File: src/cnm_defines.vh
`ifndef CNM_DEFINES_VH
`define CNM_DEFINES_VH
`define CNM_FREQ_W 32
`define CNM_HOLD_W 16
`define CNM_POFS_W 16
`define CNM_PHASE_W 20
`define CNM_LUT_W 18
`define CNM_AMP_W 17
`define CNM_MANT_W 16
`define CNM_EXP_W 3
`define CNM_SEL_W 3
`define CNM_SEL_A 3'h0
`define CNM_SEL_B 3'h1
`define CNM_SEL_C 3'h2
`define CNM_SEL_D 3'h3
`define CNM_SEL_PN_REAL 3'h4
`define CNM_SEL_AB 3'h0
`define CNM_SEL_CD 3'h1
`define CNM_SEL_PN_CPLX 3'h2
`define CNM_LFSR_TAPS 32'h80200003
`define CNM_LFSR_SEED 32'h00000001
`define CNM_FREQ_RST 32'h00000000
`define CNM_HOLD_NOW 16'h0001
`define CNM_HOLD_ZERO 16'h0000
`define CNM_QUARTER 18'h10000
`define CNM_HALF_T 18'h20000
`define CNM_AMP_MAX 17'h0FFFF
`define CNM_PDITH_W 4
`endif
File: src/cnm_channel_nco_mixer.v
`timescale 1ns/1ps
`default_nettype none
`include "cnm_defines.vh"

module cnm_channel_nco_mixer #(
    parameter MANT_W = `CNM_MANT_W,
    parameter EXP_W = `CNM_EXP_W
) (
    // clock and reset
    input wire clk_in,
    input wire srst_in,
    // adc sample ports, from outside the clock domain
    input wire [MANT_W-1:0] port_a_mant_in,
    input wire [EXP_W-1:0] port_a_exp_in,
    input wire port_a_vld_in,
    input wire [MANT_W-1:0] port_b_mant_in,
    input wire [EXP_W-1:0] port_b_exp_in,
    input wire port_b_vld_in,
    input wire [MANT_W-1:0] port_c_mant_in,
    input wire [EXP_W-1:0] port_c_exp_in,
    input wire port_c_vld_in,
    input wire [MANT_W-1:0] port_d_mant_in,
    input wire [EXP_W-1:0] port_d_exp_in,
    input wire port_d_vld_in,
    // sync events, from outside the clock domain
    input wire sleep_in,
    input wire hop_sync_in,
    // register port
    input wire tuning_word_wr_in,
    input wire [`CNM_FREQ_W-1:0] tuning_word_in,
    input wire [`CNM_HOLD_W-1:0] frequency_update_delay_in,
    input wire [`CNM_POFS_W-1:0] oscillator_phase_offset_in,
    input wire [`CNM_SEL_W-1:0] source_sel_in,
    input wire complex_sel_in,
    input wire osc_bypass_in,
    input wire clear_acc_in,
    input wire phase_dither_en_in,
    input wire amp_dither_en_in,
    // status
    output reg [`CNM_FREQ_W-1:0] tuning_shadow_out,
    output reg [`CNM_FREQ_W-1:0] tuning_active_out,
    output reg update_pending_out,
    // channel output toward the filters
    output reg [MANT_W-1:0] chan_i_out,
    output reg [MANT_W-1:0] chan_q_out,
    output reg [EXP_W-1:0] chan_exp_out,
    output reg chan_cplx_out,
    output reg chan_vld_out
);

    localparam PORT_W = MANT_W + EXP_W + 1;
    localparam RAW_W = 4 * PORT_W + 2;
    localparam ST_IDLE = 2'b01;
    localparam ST_COUNT = 2'b10;

    // every adc port and sync event level passes two flops before use
    wire [RAW_W-1:0] raw_w = {sleep_in, hop_sync_in,
        port_d_vld_in, port_d_exp_in, port_d_mant_in,
        port_c_vld_in, port_c_exp_in, port_c_mant_in,
        port_b_vld_in, port_b_exp_in, port_b_mant_in,
        port_a_vld_in, port_a_exp_in, port_a_mant_in};
    reg [RAW_W-1:0] meta_r;
    reg [RAW_W-1:0] sync_r;
    reg sleep_d_r;
    reg hop_d_r;

    always @(posedge clk_in) begin
        if (srst_in) begin
            meta_r <= {RAW_W{1'b0}};
            sync_r <= {RAW_W{1'b0}};
            sleep_d_r <= 1'b0;
            hop_d_r <= 1'b0;
        end else begin
            meta_r <= raw_w;
            sync_r <= meta_r;
            sleep_d_r <= sync_r[RAW_W-1];
            hop_d_r <= sync_r[RAW_W-2];
        end
    end

    wire [PORT_W-1:0] pa_w = sync_r[PORT_W-1:0];
    wire [PORT_W-1:0] pb_w = sync_r[2*PORT_W-1:PORT_W];
    wire [PORT_W-1:0] pc_w = sync_r[3*PORT_W-1:2*PORT_W];
    wire [PORT_W-1:0] pd_w = sync_r[4*PORT_W-1:3*PORT_W];
    wire sleep_exit_w = sleep_d_r & ~sync_r[RAW_W-1];
    wire hop_rise_w = sync_r[RAW_W-2] & ~hop_d_r;
    wire sync_evt_w = sleep_exit_w | hop_rise_w;

    // shared random source: pseudorandom input and both dithers
    reg [`CNM_FREQ_W-1:0] lfsr_r;
    always @(posedge clk_in) begin
        if (srst_in)
            lfsr_r <= `CNM_LFSR_SEED;
        else if (lfsr_r[0])
            lfsr_r <= (lfsr_r >> 1) ^ `CNM_LFSR_TAPS;
        else
            lfsr_r <= lfsr_r >> 1;
    end
    wire [PORT_W-1:0] pn_w = {1'b1, lfsr_r[MANT_W+EXP_W-1:0]};
    wire [PORT_W-1:0] pnq_w = {1'b1, lfsr_r[EXP_W-1:0], lfsr_r[31:32-MANT_W]};

    // crossbar, registered once
    reg [PORT_W-1:0] xi_w;
    reg [PORT_W-1:0] xq_w;
    always @* begin
        xi_w = {PORT_W{1'b0}};
        xq_w = {PORT_W{1'b0}};
        if (!complex_sel_in) begin
            case (source_sel_in)
                `CNM_SEL_A: xi_w = pa_w;
                `CNM_SEL_B: xi_w = pb_w;
                `CNM_SEL_C: xi_w = pc_w;
                `CNM_SEL_D: xi_w = pd_w;
                `CNM_SEL_PN_REAL: xi_w = pn_w;
                default: xi_w = {PORT_W{1'b0}};
            endcase
        end else begin
            case (source_sel_in)
                `CNM_SEL_AB: begin
                    xi_w = pa_w;
                    xq_w = pb_w;
                end
                `CNM_SEL_CD: begin
                    xi_w = pc_w;
                    xq_w = pd_w;
                end
                `CNM_SEL_PN_CPLX: begin
                    xi_w = pn_w;
                    xq_w = pnq_w;
                end
                default: xi_w = {PORT_W{1'b0}};
            endcase
        end
    end

    reg signed [MANT_W-1:0] ch_i_r;
    reg signed [MANT_W-1:0] ch_q_r;
    reg [EXP_W-1:0] ch_exp_r;
    reg ch_vld_r;
    reg ch_cplx_r;
    always @(posedge clk_in) begin
        if (srst_in) begin
            ch_i_r <= {MANT_W{1'b0}};
            ch_q_r <= {MANT_W{1'b0}};
            ch_exp_r <= {EXP_W{1'b0}};
            ch_vld_r <= 1'b0;
            ch_cplx_r <= 1'b0;
        end else begin
            ch_i_r <= xi_w[MANT_W-1:0];
            ch_q_r <= xq_w[MANT_W-1:0];
            ch_exp_r <= xi_w[MANT_W+EXP_W-1:MANT_W];
            ch_vld_r <= xi_w[PORT_W-1];
            ch_cplx_r <= complex_sel_in;
        end
    end

    // frequency shadow, hold-off and hop handling
    reg [1:0] state_r;
    reg [`CNM_HOLD_W-1:0] hold_cnt_r;
    reg [`CNM_FREQ_W-1:0] acc_r;
    wire hold_now_w = (frequency_update_delay_in == `CNM_HOLD_NOW) ||
                      (frequency_update_delay_in == `CNM_HOLD_ZERO);
    wire cnt_done_w = (state_r == ST_COUNT) && ch_vld_r && (hold_cnt_r == `CNM_HOLD_NOW);
    wire load_w = (sync_evt_w && hold_now_w) || cnt_done_w;

    always @(posedge clk_in) begin
        if (srst_in) begin
            state_r <= ST_IDLE;
            hold_cnt_r <= `CNM_HOLD_ZERO;
            tuning_shadow_out <= `CNM_FREQ_RST;
            tuning_active_out <= `CNM_FREQ_RST;
            update_pending_out <= 1'b0;
        end else begin
            if (tuning_word_wr_in)
                tuning_shadow_out <= tuning_word_in;
            if (load_w)
                tuning_active_out <= tuning_shadow_out;
            case (state_r)
                ST_IDLE: begin
                    if (sync_evt_w && !hold_now_w) begin
                        hold_cnt_r <= frequency_update_delay_in;
                        state_r <= ST_COUNT;
                        update_pending_out <= 1'b1;
                    end
                end
                ST_COUNT: begin
                    if (sync_evt_w && !hold_now_w) begin
                        hold_cnt_r <= frequency_update_delay_in;
                    end else if (sync_evt_w || cnt_done_w) begin
                        state_r <= ST_IDLE;
                        update_pending_out <= 1'b0;
                    end else if (ch_vld_r) begin
                        hold_cnt_r <= hold_cnt_r - `CNM_HOLD_NOW;
                    end
                end
                default: begin
                    state_r <= ST_IDLE;
                    update_pending_out <= 1'b0;
                end
            endcase
        end
    end

    // accumulator: signed word added as unsigned wraps the same way
    always @(posedge clk_in) begin
        if (srst_in)
            acc_r <= `CNM_FREQ_RST;
        else if (load_w && clear_acc_in)
            acc_r <= `CNM_FREQ_RST;
        else if (ch_vld_r)
            acc_r <= acc_r + tuning_active_out;
    end

    // phase word, offset and dither
    wire [`CNM_FREQ_W-1:0] pdith_w = phase_dither_en_in ?
        {{(`CNM_FREQ_W-`CNM_PDITH_W){1'b0}}, lfsr_r[`CNM_PDITH_W-1:0]} : `CNM_FREQ_RST;
    wire [`CNM_FREQ_W-1:0] acc_d_w = acc_r + pdith_w;
    wire [`CNM_PHASE_W-1:0] ofs_w = {oscillator_phase_offset_in,
        {(`CNM_PHASE_W-`CNM_POFS_W){1'b0}}};
    wire [`CNM_PHASE_W-1:0] phase_w =
        acc_d_w[`CNM_FREQ_W-1:`CNM_FREQ_W-`CNM_PHASE_W] + ofs_w;
    wire [`CNM_LUT_W-1:0] addr_w = phase_w[`CNM_PHASE_W-1:`CNM_PHASE_W-`CNM_LUT_W];

    // parabolic sine over a half turn; trades spur level for no table
    function [`CNM_AMP_W-1:0] nco_sin;
        input [`CNM_LUT_W-1:0] a;
        reg [`CNM_AMP_W-1:0] t;
        reg [34:0] p;
        reg [`CNM_AMP_W-1:0] m;
        begin
            t = a[`CNM_LUT_W-2:0];
            p = t * (`CNM_HALF_T - {1'b0, t});
            m = (p[32:16] > `CNM_AMP_MAX) ? `CNM_AMP_MAX : p[32:16];
            nco_sin = a[`CNM_LUT_W-1] ? (~m + 17'h00001) : m;
        end
    endfunction

    wire [`CNM_LUT_W-1:0] cos_addr_w = addr_w + `CNM_QUARTER;
    wire [`CNM_AMP_W-1:0] sin_raw_w = nco_sin(addr_w);
    wire [`CNM_AMP_W-1:0] cos_raw_w = nco_sin(cos_addr_w);
    wire signed [`CNM_AMP_W-1:0] sin_w = {sin_raw_w[`CNM_AMP_W-1:1],
        sin_raw_w[0] ^ (amp_dither_en_in & lfsr_r[8])};
    wire signed [`CNM_AMP_W-1:0] cos_w = {cos_raw_w[`CNM_AMP_W-1:1],
        cos_raw_w[0] ^ (amp_dither_en_in & lfsr_r[9])};

    // mixer, multiplying by exp(-j*phase)
    wire signed [MANT_W+`CNM_AMP_W-1:0] p_ic_w = ch_i_r * cos_w;
    wire signed [MANT_W+`CNM_AMP_W-1:0] p_is_w = ch_i_r * sin_w;
    wire signed [MANT_W+`CNM_AMP_W-1:0] p_qc_w = ch_q_r * cos_w;
    wire signed [MANT_W+`CNM_AMP_W-1:0] p_qs_w = ch_q_r * sin_w;
    reg signed [MANT_W+`CNM_AMP_W:0] mix_i_w;
    reg signed [MANT_W+`CNM_AMP_W:0] mix_q_w;
    always @* begin
        if (ch_cplx_r) begin
            mix_i_w = p_ic_w + p_qs_w;
            mix_q_w = p_qc_w - p_is_w;
        end else begin
            mix_i_w = p_ic_w;
            mix_q_w = -p_is_w;
        end
    end

    always @(posedge clk_in) begin
        if (srst_in) begin
            chan_i_out <= {MANT_W{1'b0}};
            chan_q_out <= {MANT_W{1'b0}};
            chan_exp_out <= {EXP_W{1'b0}};
            chan_cplx_out <= 1'b0;
            chan_vld_out <= 1'b0;
        end else begin
            chan_vld_out <= ch_vld_r;
            chan_exp_out <= ch_exp_r;
            chan_cplx_out <= ch_cplx_r;
            if (osc_bypass_in) begin
                chan_i_out <= ch_i_r;
                chan_q_out <= ch_q_r;
            end else begin
                chan_i_out <= mix_i_w[MANT_W+`CNM_AMP_W-1:`CNM_AMP_W];
                chan_q_out <= mix_q_w[MANT_W+`CNM_AMP_W-1:`CNM_AMP_W];
            end
        end
    end

endmodule // cnm_channel_nco_mixer
`default_nettype wire

File: config.mk
export PLATFORM = sky130hd
export DESIGN_NAME = cnm_channel_nco_mixer
export DESIGN_NICKNAME = d
export VERILOG_FILES = /design/src/cnm_channel_nco_mixer.v
export VERILOG_INCLUDE_DIRS = /design/src
export SDC_FILE = /design/constraint.sdc
export NUM_CORES = 2
export LEC_CHECK = 0
export BUFFER_PORTS_ARGS = -buffer_cell sky130_fd_sc_hd__buf_2
export CAP_MARGIN = 15
export CORE_ASPECT_RATIO = 0.5
export CORE_UTILIZATION = 55
export CTS_BUF_LIST = sky130_fd_sc_hd__clkbuf_8
export DETAILED_ROUTE_END_ITERATION = 16
export PLACE_DENSITY = 0.82
export REMOVE_ABC_BUFFERS = 1
export SYNTH_ARGS = -nofsm -noshare
export SYNTH_HDL_FRONTEND = slang
export SYNTH_SLANG_ARGS = --single-unit
export TNS_END_PERCENT = 30
File: constraint.sdc
create_clock -name clk_in -period 54.5 [get_ports clk_in]
set_input_delay 2.725 -clock clk_in [delete_from_list [all_inputs] [get_ports clk_in]]
set_output_delay 2.725 -clock clk_in [all_outputs]
set_load 0.005 [all_outputs]
==> impl_metrics.yaml <==
outcome:
  run_status: "complete, no violations"
finish:
  fin_util_pct: 59.4
  fin_nets: 10497
  drive_gt1_share_pct: 7.08
  final_common_cell: "inv_1"
  most-common-layout-cells: "1,794 x inv_1, 1,499 x fa_1, 794 x nand2_1, 589 x ha_1, 456 x nor2_1"
  area_growth_pct: 6.56
critical_path:
  startpoint_type: "input pin"
  required_ns: 55.03
  critPathSlowestCell: "nor4_1"
  critPathMostFrequentCell: "fa_1"
  cp_max_fo: 32
  end_kind: "flop"
  crit_type: "in2reg"
  arrival_ns: 28.37
  cpPeakStageDelay_ns: 0.78
yosys:
  synth_area_um2: 73600
  synth_top_family_by_area: "adder cells"
  yosys.area_share.simple_pct: 16.2
  yosysWarnings: 0
  synth_fa_ha_area_share_pct: 50.8
  synthXorXnorAreaFrac_pct: 3.21
  syn_area_per_cell_um2: 9.02
  ys_ff_latch: 386
  synth_cell_type_count: 88
  yosys_most_used_dff: "dfxtp_1"
  async_reset_ff_share_pct: 0
  synth_cells: 8157
  synth-compound-area-share_pct: 6.40
  synth-edff-count: 0
  synth.area.mux_share_pct: 1.83
  ys_seq_area_share_pct: 10.5
clocking:
  h-tree-depth: 3
  cts_setup_buffers: 0
  hold_buffers: 0
  cts_sinks: 386
  clock-root-buffer: "clkbuf_8"
  cts_buffers: 68
  post_cts_resize_count: 0
  path_clk_slew_ns: 0.06
  clk_latency_ns: 0.67
  cts_buffer_depth: 3
  cts_tree: "done"
timing:
  maxSlewHeadroom_pct: 23.1
  rsz0062_at_grt: "false"
  setup_violations: 0
  fin_crit_ns: 27.84
  fin_crit_sh_pct: 51.1
  hold_viol: 0
  report.final.slew_viol_count: 0
  whs_ns: 0.428
  finClkSkew_ns: 0.0325
  tns_ns: 0
  worstMarginPinSlew_ns: 1.15
  fmax_mhz: 35.9
detailed_routing:
  drtAntennaViolNets: 0
  dr.pass1.iters: 8
  drt_iter0_drc: 4475
  vias: 55847
  drt_drc_violations_left: 0
  wire_per_inst_um: 18.7
  routed_wl_um: 189000
  vias_per_cell: 5.54
floorplanning:
  design.die.area_um2: 135000
  start_util_pct: 55.7
  ioPinCount: 259
  core_area_um2: 132000
  die_h_um: 261
  dieWidth_um: 519
  num_rows: 94
placement:
  numPortBuffers: 258
  place_congestion: 0.972
  dp_hpwl_um: 146000
grt:
  grt_usage_pct: 29.0
  overflow: 0
  grt_pass1_wl_um: 311000
  first_global_vias: 59216
  grt_max_degree: 93
  antenna_found_initial: 13
worst_hold_path:
  hp-class: "reg2reg"
job:
  cap_violations: 0
worst max-delay path, delay by kind of cell:
kind,cells,cell delay (ns)
fa+ha+maj,25,11.23
simple gates,21,6.45
compound gates,16,4.83
buf+inv,15,1.80
xor+xnor,4,1.11
mux,1,0.15
cell type report:
class / instances / area [µm²]
Antenna cell: 6 / 15.0
Clock buffer: 81 / 1110
Clock inverter: 40 / 430
Fill cell: 10899 / 53700
Inverter: 1789 / 6720
Multi-Input combinational cell: 5642 / 58100
Sequential cell: 386 / 7730
Tap cell: 1776 / 2220
Timing Repair Buffer: 365 / 2110
path summary, 6_finish.rpt:
path                                          from             end  slack [ns]  cells after the start
worst max-delay path            phase_dither_en_in  chan_q_out[14]       26.66                     82
worst min-delay path                    meta_r[62]      sync_r[62]        0.43                      1
worst max register to register           lfsr_r[1]  chan_q_out[14]       28.48                     81
worst min register to register          meta_r[62]      sync_r[62]        0.43                      1
metrics by stage:
stage / worst slack (ns) / instance area [µm²] / instances
final: 26.66 / 78400 / 10085
after global routing: 25.25 / 78400 / 10082
after CTS: 27.37 / 78400 / 10079
after detailed placement: 26.72 / 76800 / 9958
after global placement: 27.41 / 76800 / 9958
after floorplan: 29.65 / 72300 / 7817
synthesized netlist by cell type, types with 9 or more instances:
| library cell | count | area [µm²] |
|---|---|---|
| nand4_1 | 30 | 188 |
| nor4_1 | 19 | 119 |
| a21o_1 | 62 | 465 |
| or2_2 | 42 | 263 |
| a211oi_1 | 28 | 210 |
| o22ai_1 | 23 | 144 |
| nor2b_1 | 224 | 1400 |
| o211ai_1 | 16 | 120 |
| a31oi_1 | 27 | 169 |
| a221oi_1 | 10 | 87.6 |
| nor2_1 | 457 | 1720 |
| mux4_2 | 15 | 338 |
| clkbuf_1 | 341 | 1280 |
| buf_1 | 21 | 78.8 |
| nand2_1 | 794 | 2980 |
| a211o_1 | 23 | 201 |
| and3_1 | 60 | 375 |
| nor3_1 | 78 | 390 |
| and2_1 | 441 | 2760 |
| ha_1 | 589 | 7370 |
| nor3b_1 | 10 | 75.1 |
| nand3_1 | 53 | 265 |
| or3_1 | 16 | 100 |
| o2111ai_1 | 9 | 78.8 |
| dfxtp_1 | 386 | 7730 |
| fa_1 | 1499 | 30000 |
| o21bai_1 | 22 | 165 |
| xor2_1 | 78 | 683 |
| xnor2_1 | 181 | 1590 |
| a21oi_1 | 239 | 1200 |
| o21ai_0 | 102 | 510 |
| inv_1 | 1782 | 6690 |
| mux2i_1 | 101 | 1010 |
| o31ai_1 | 18 | 135 |
| o21a_1 | 35 | 263 |
| a22oi_1 | 24 | 180 |
| nand2b_1 | 159 | 995 |
| o21ai_1 | 10 | 50.1 |
cells by family after synthesis:
logic type | count (synthesis)
DFF | 386
and+or+nand+nor | 2420
xor gates and xnor gates | 263
AOI/OAI and AO/OA | 725
muxes | 116
buffers and inverters | 2157
other | 2
adders and majority gates | 2088
routing by layer:
layer	GRT usage, %	up-vias	routed length [µm]
li1	-	24818	-
met3	7.46	483	21600
met4	11.0	12	7760
met5	0.624	-	162
met2	45.9	2726	84800
met1	38.3	27808	74300
registers in the layout, summed over array words and instances, names as in the netlist, 3 cells and up:
signal / count
ch_i_r: 16
tuning_active_out: 32
hold_cnt_r: 16
ch_exp_r: 3
lfsr_r: 32
ch_q_r: 16
chan_q_out: 16
chan_i_out: 16
sync_r: 82
tuning_shadow_out: 32
meta_r: 82
acc_r: 32
chan_exp_out: 3
Power is left out: the tool's default activity adds up to more than one toggle a clock period on the data nets, which glitch-free logic cannot reach.
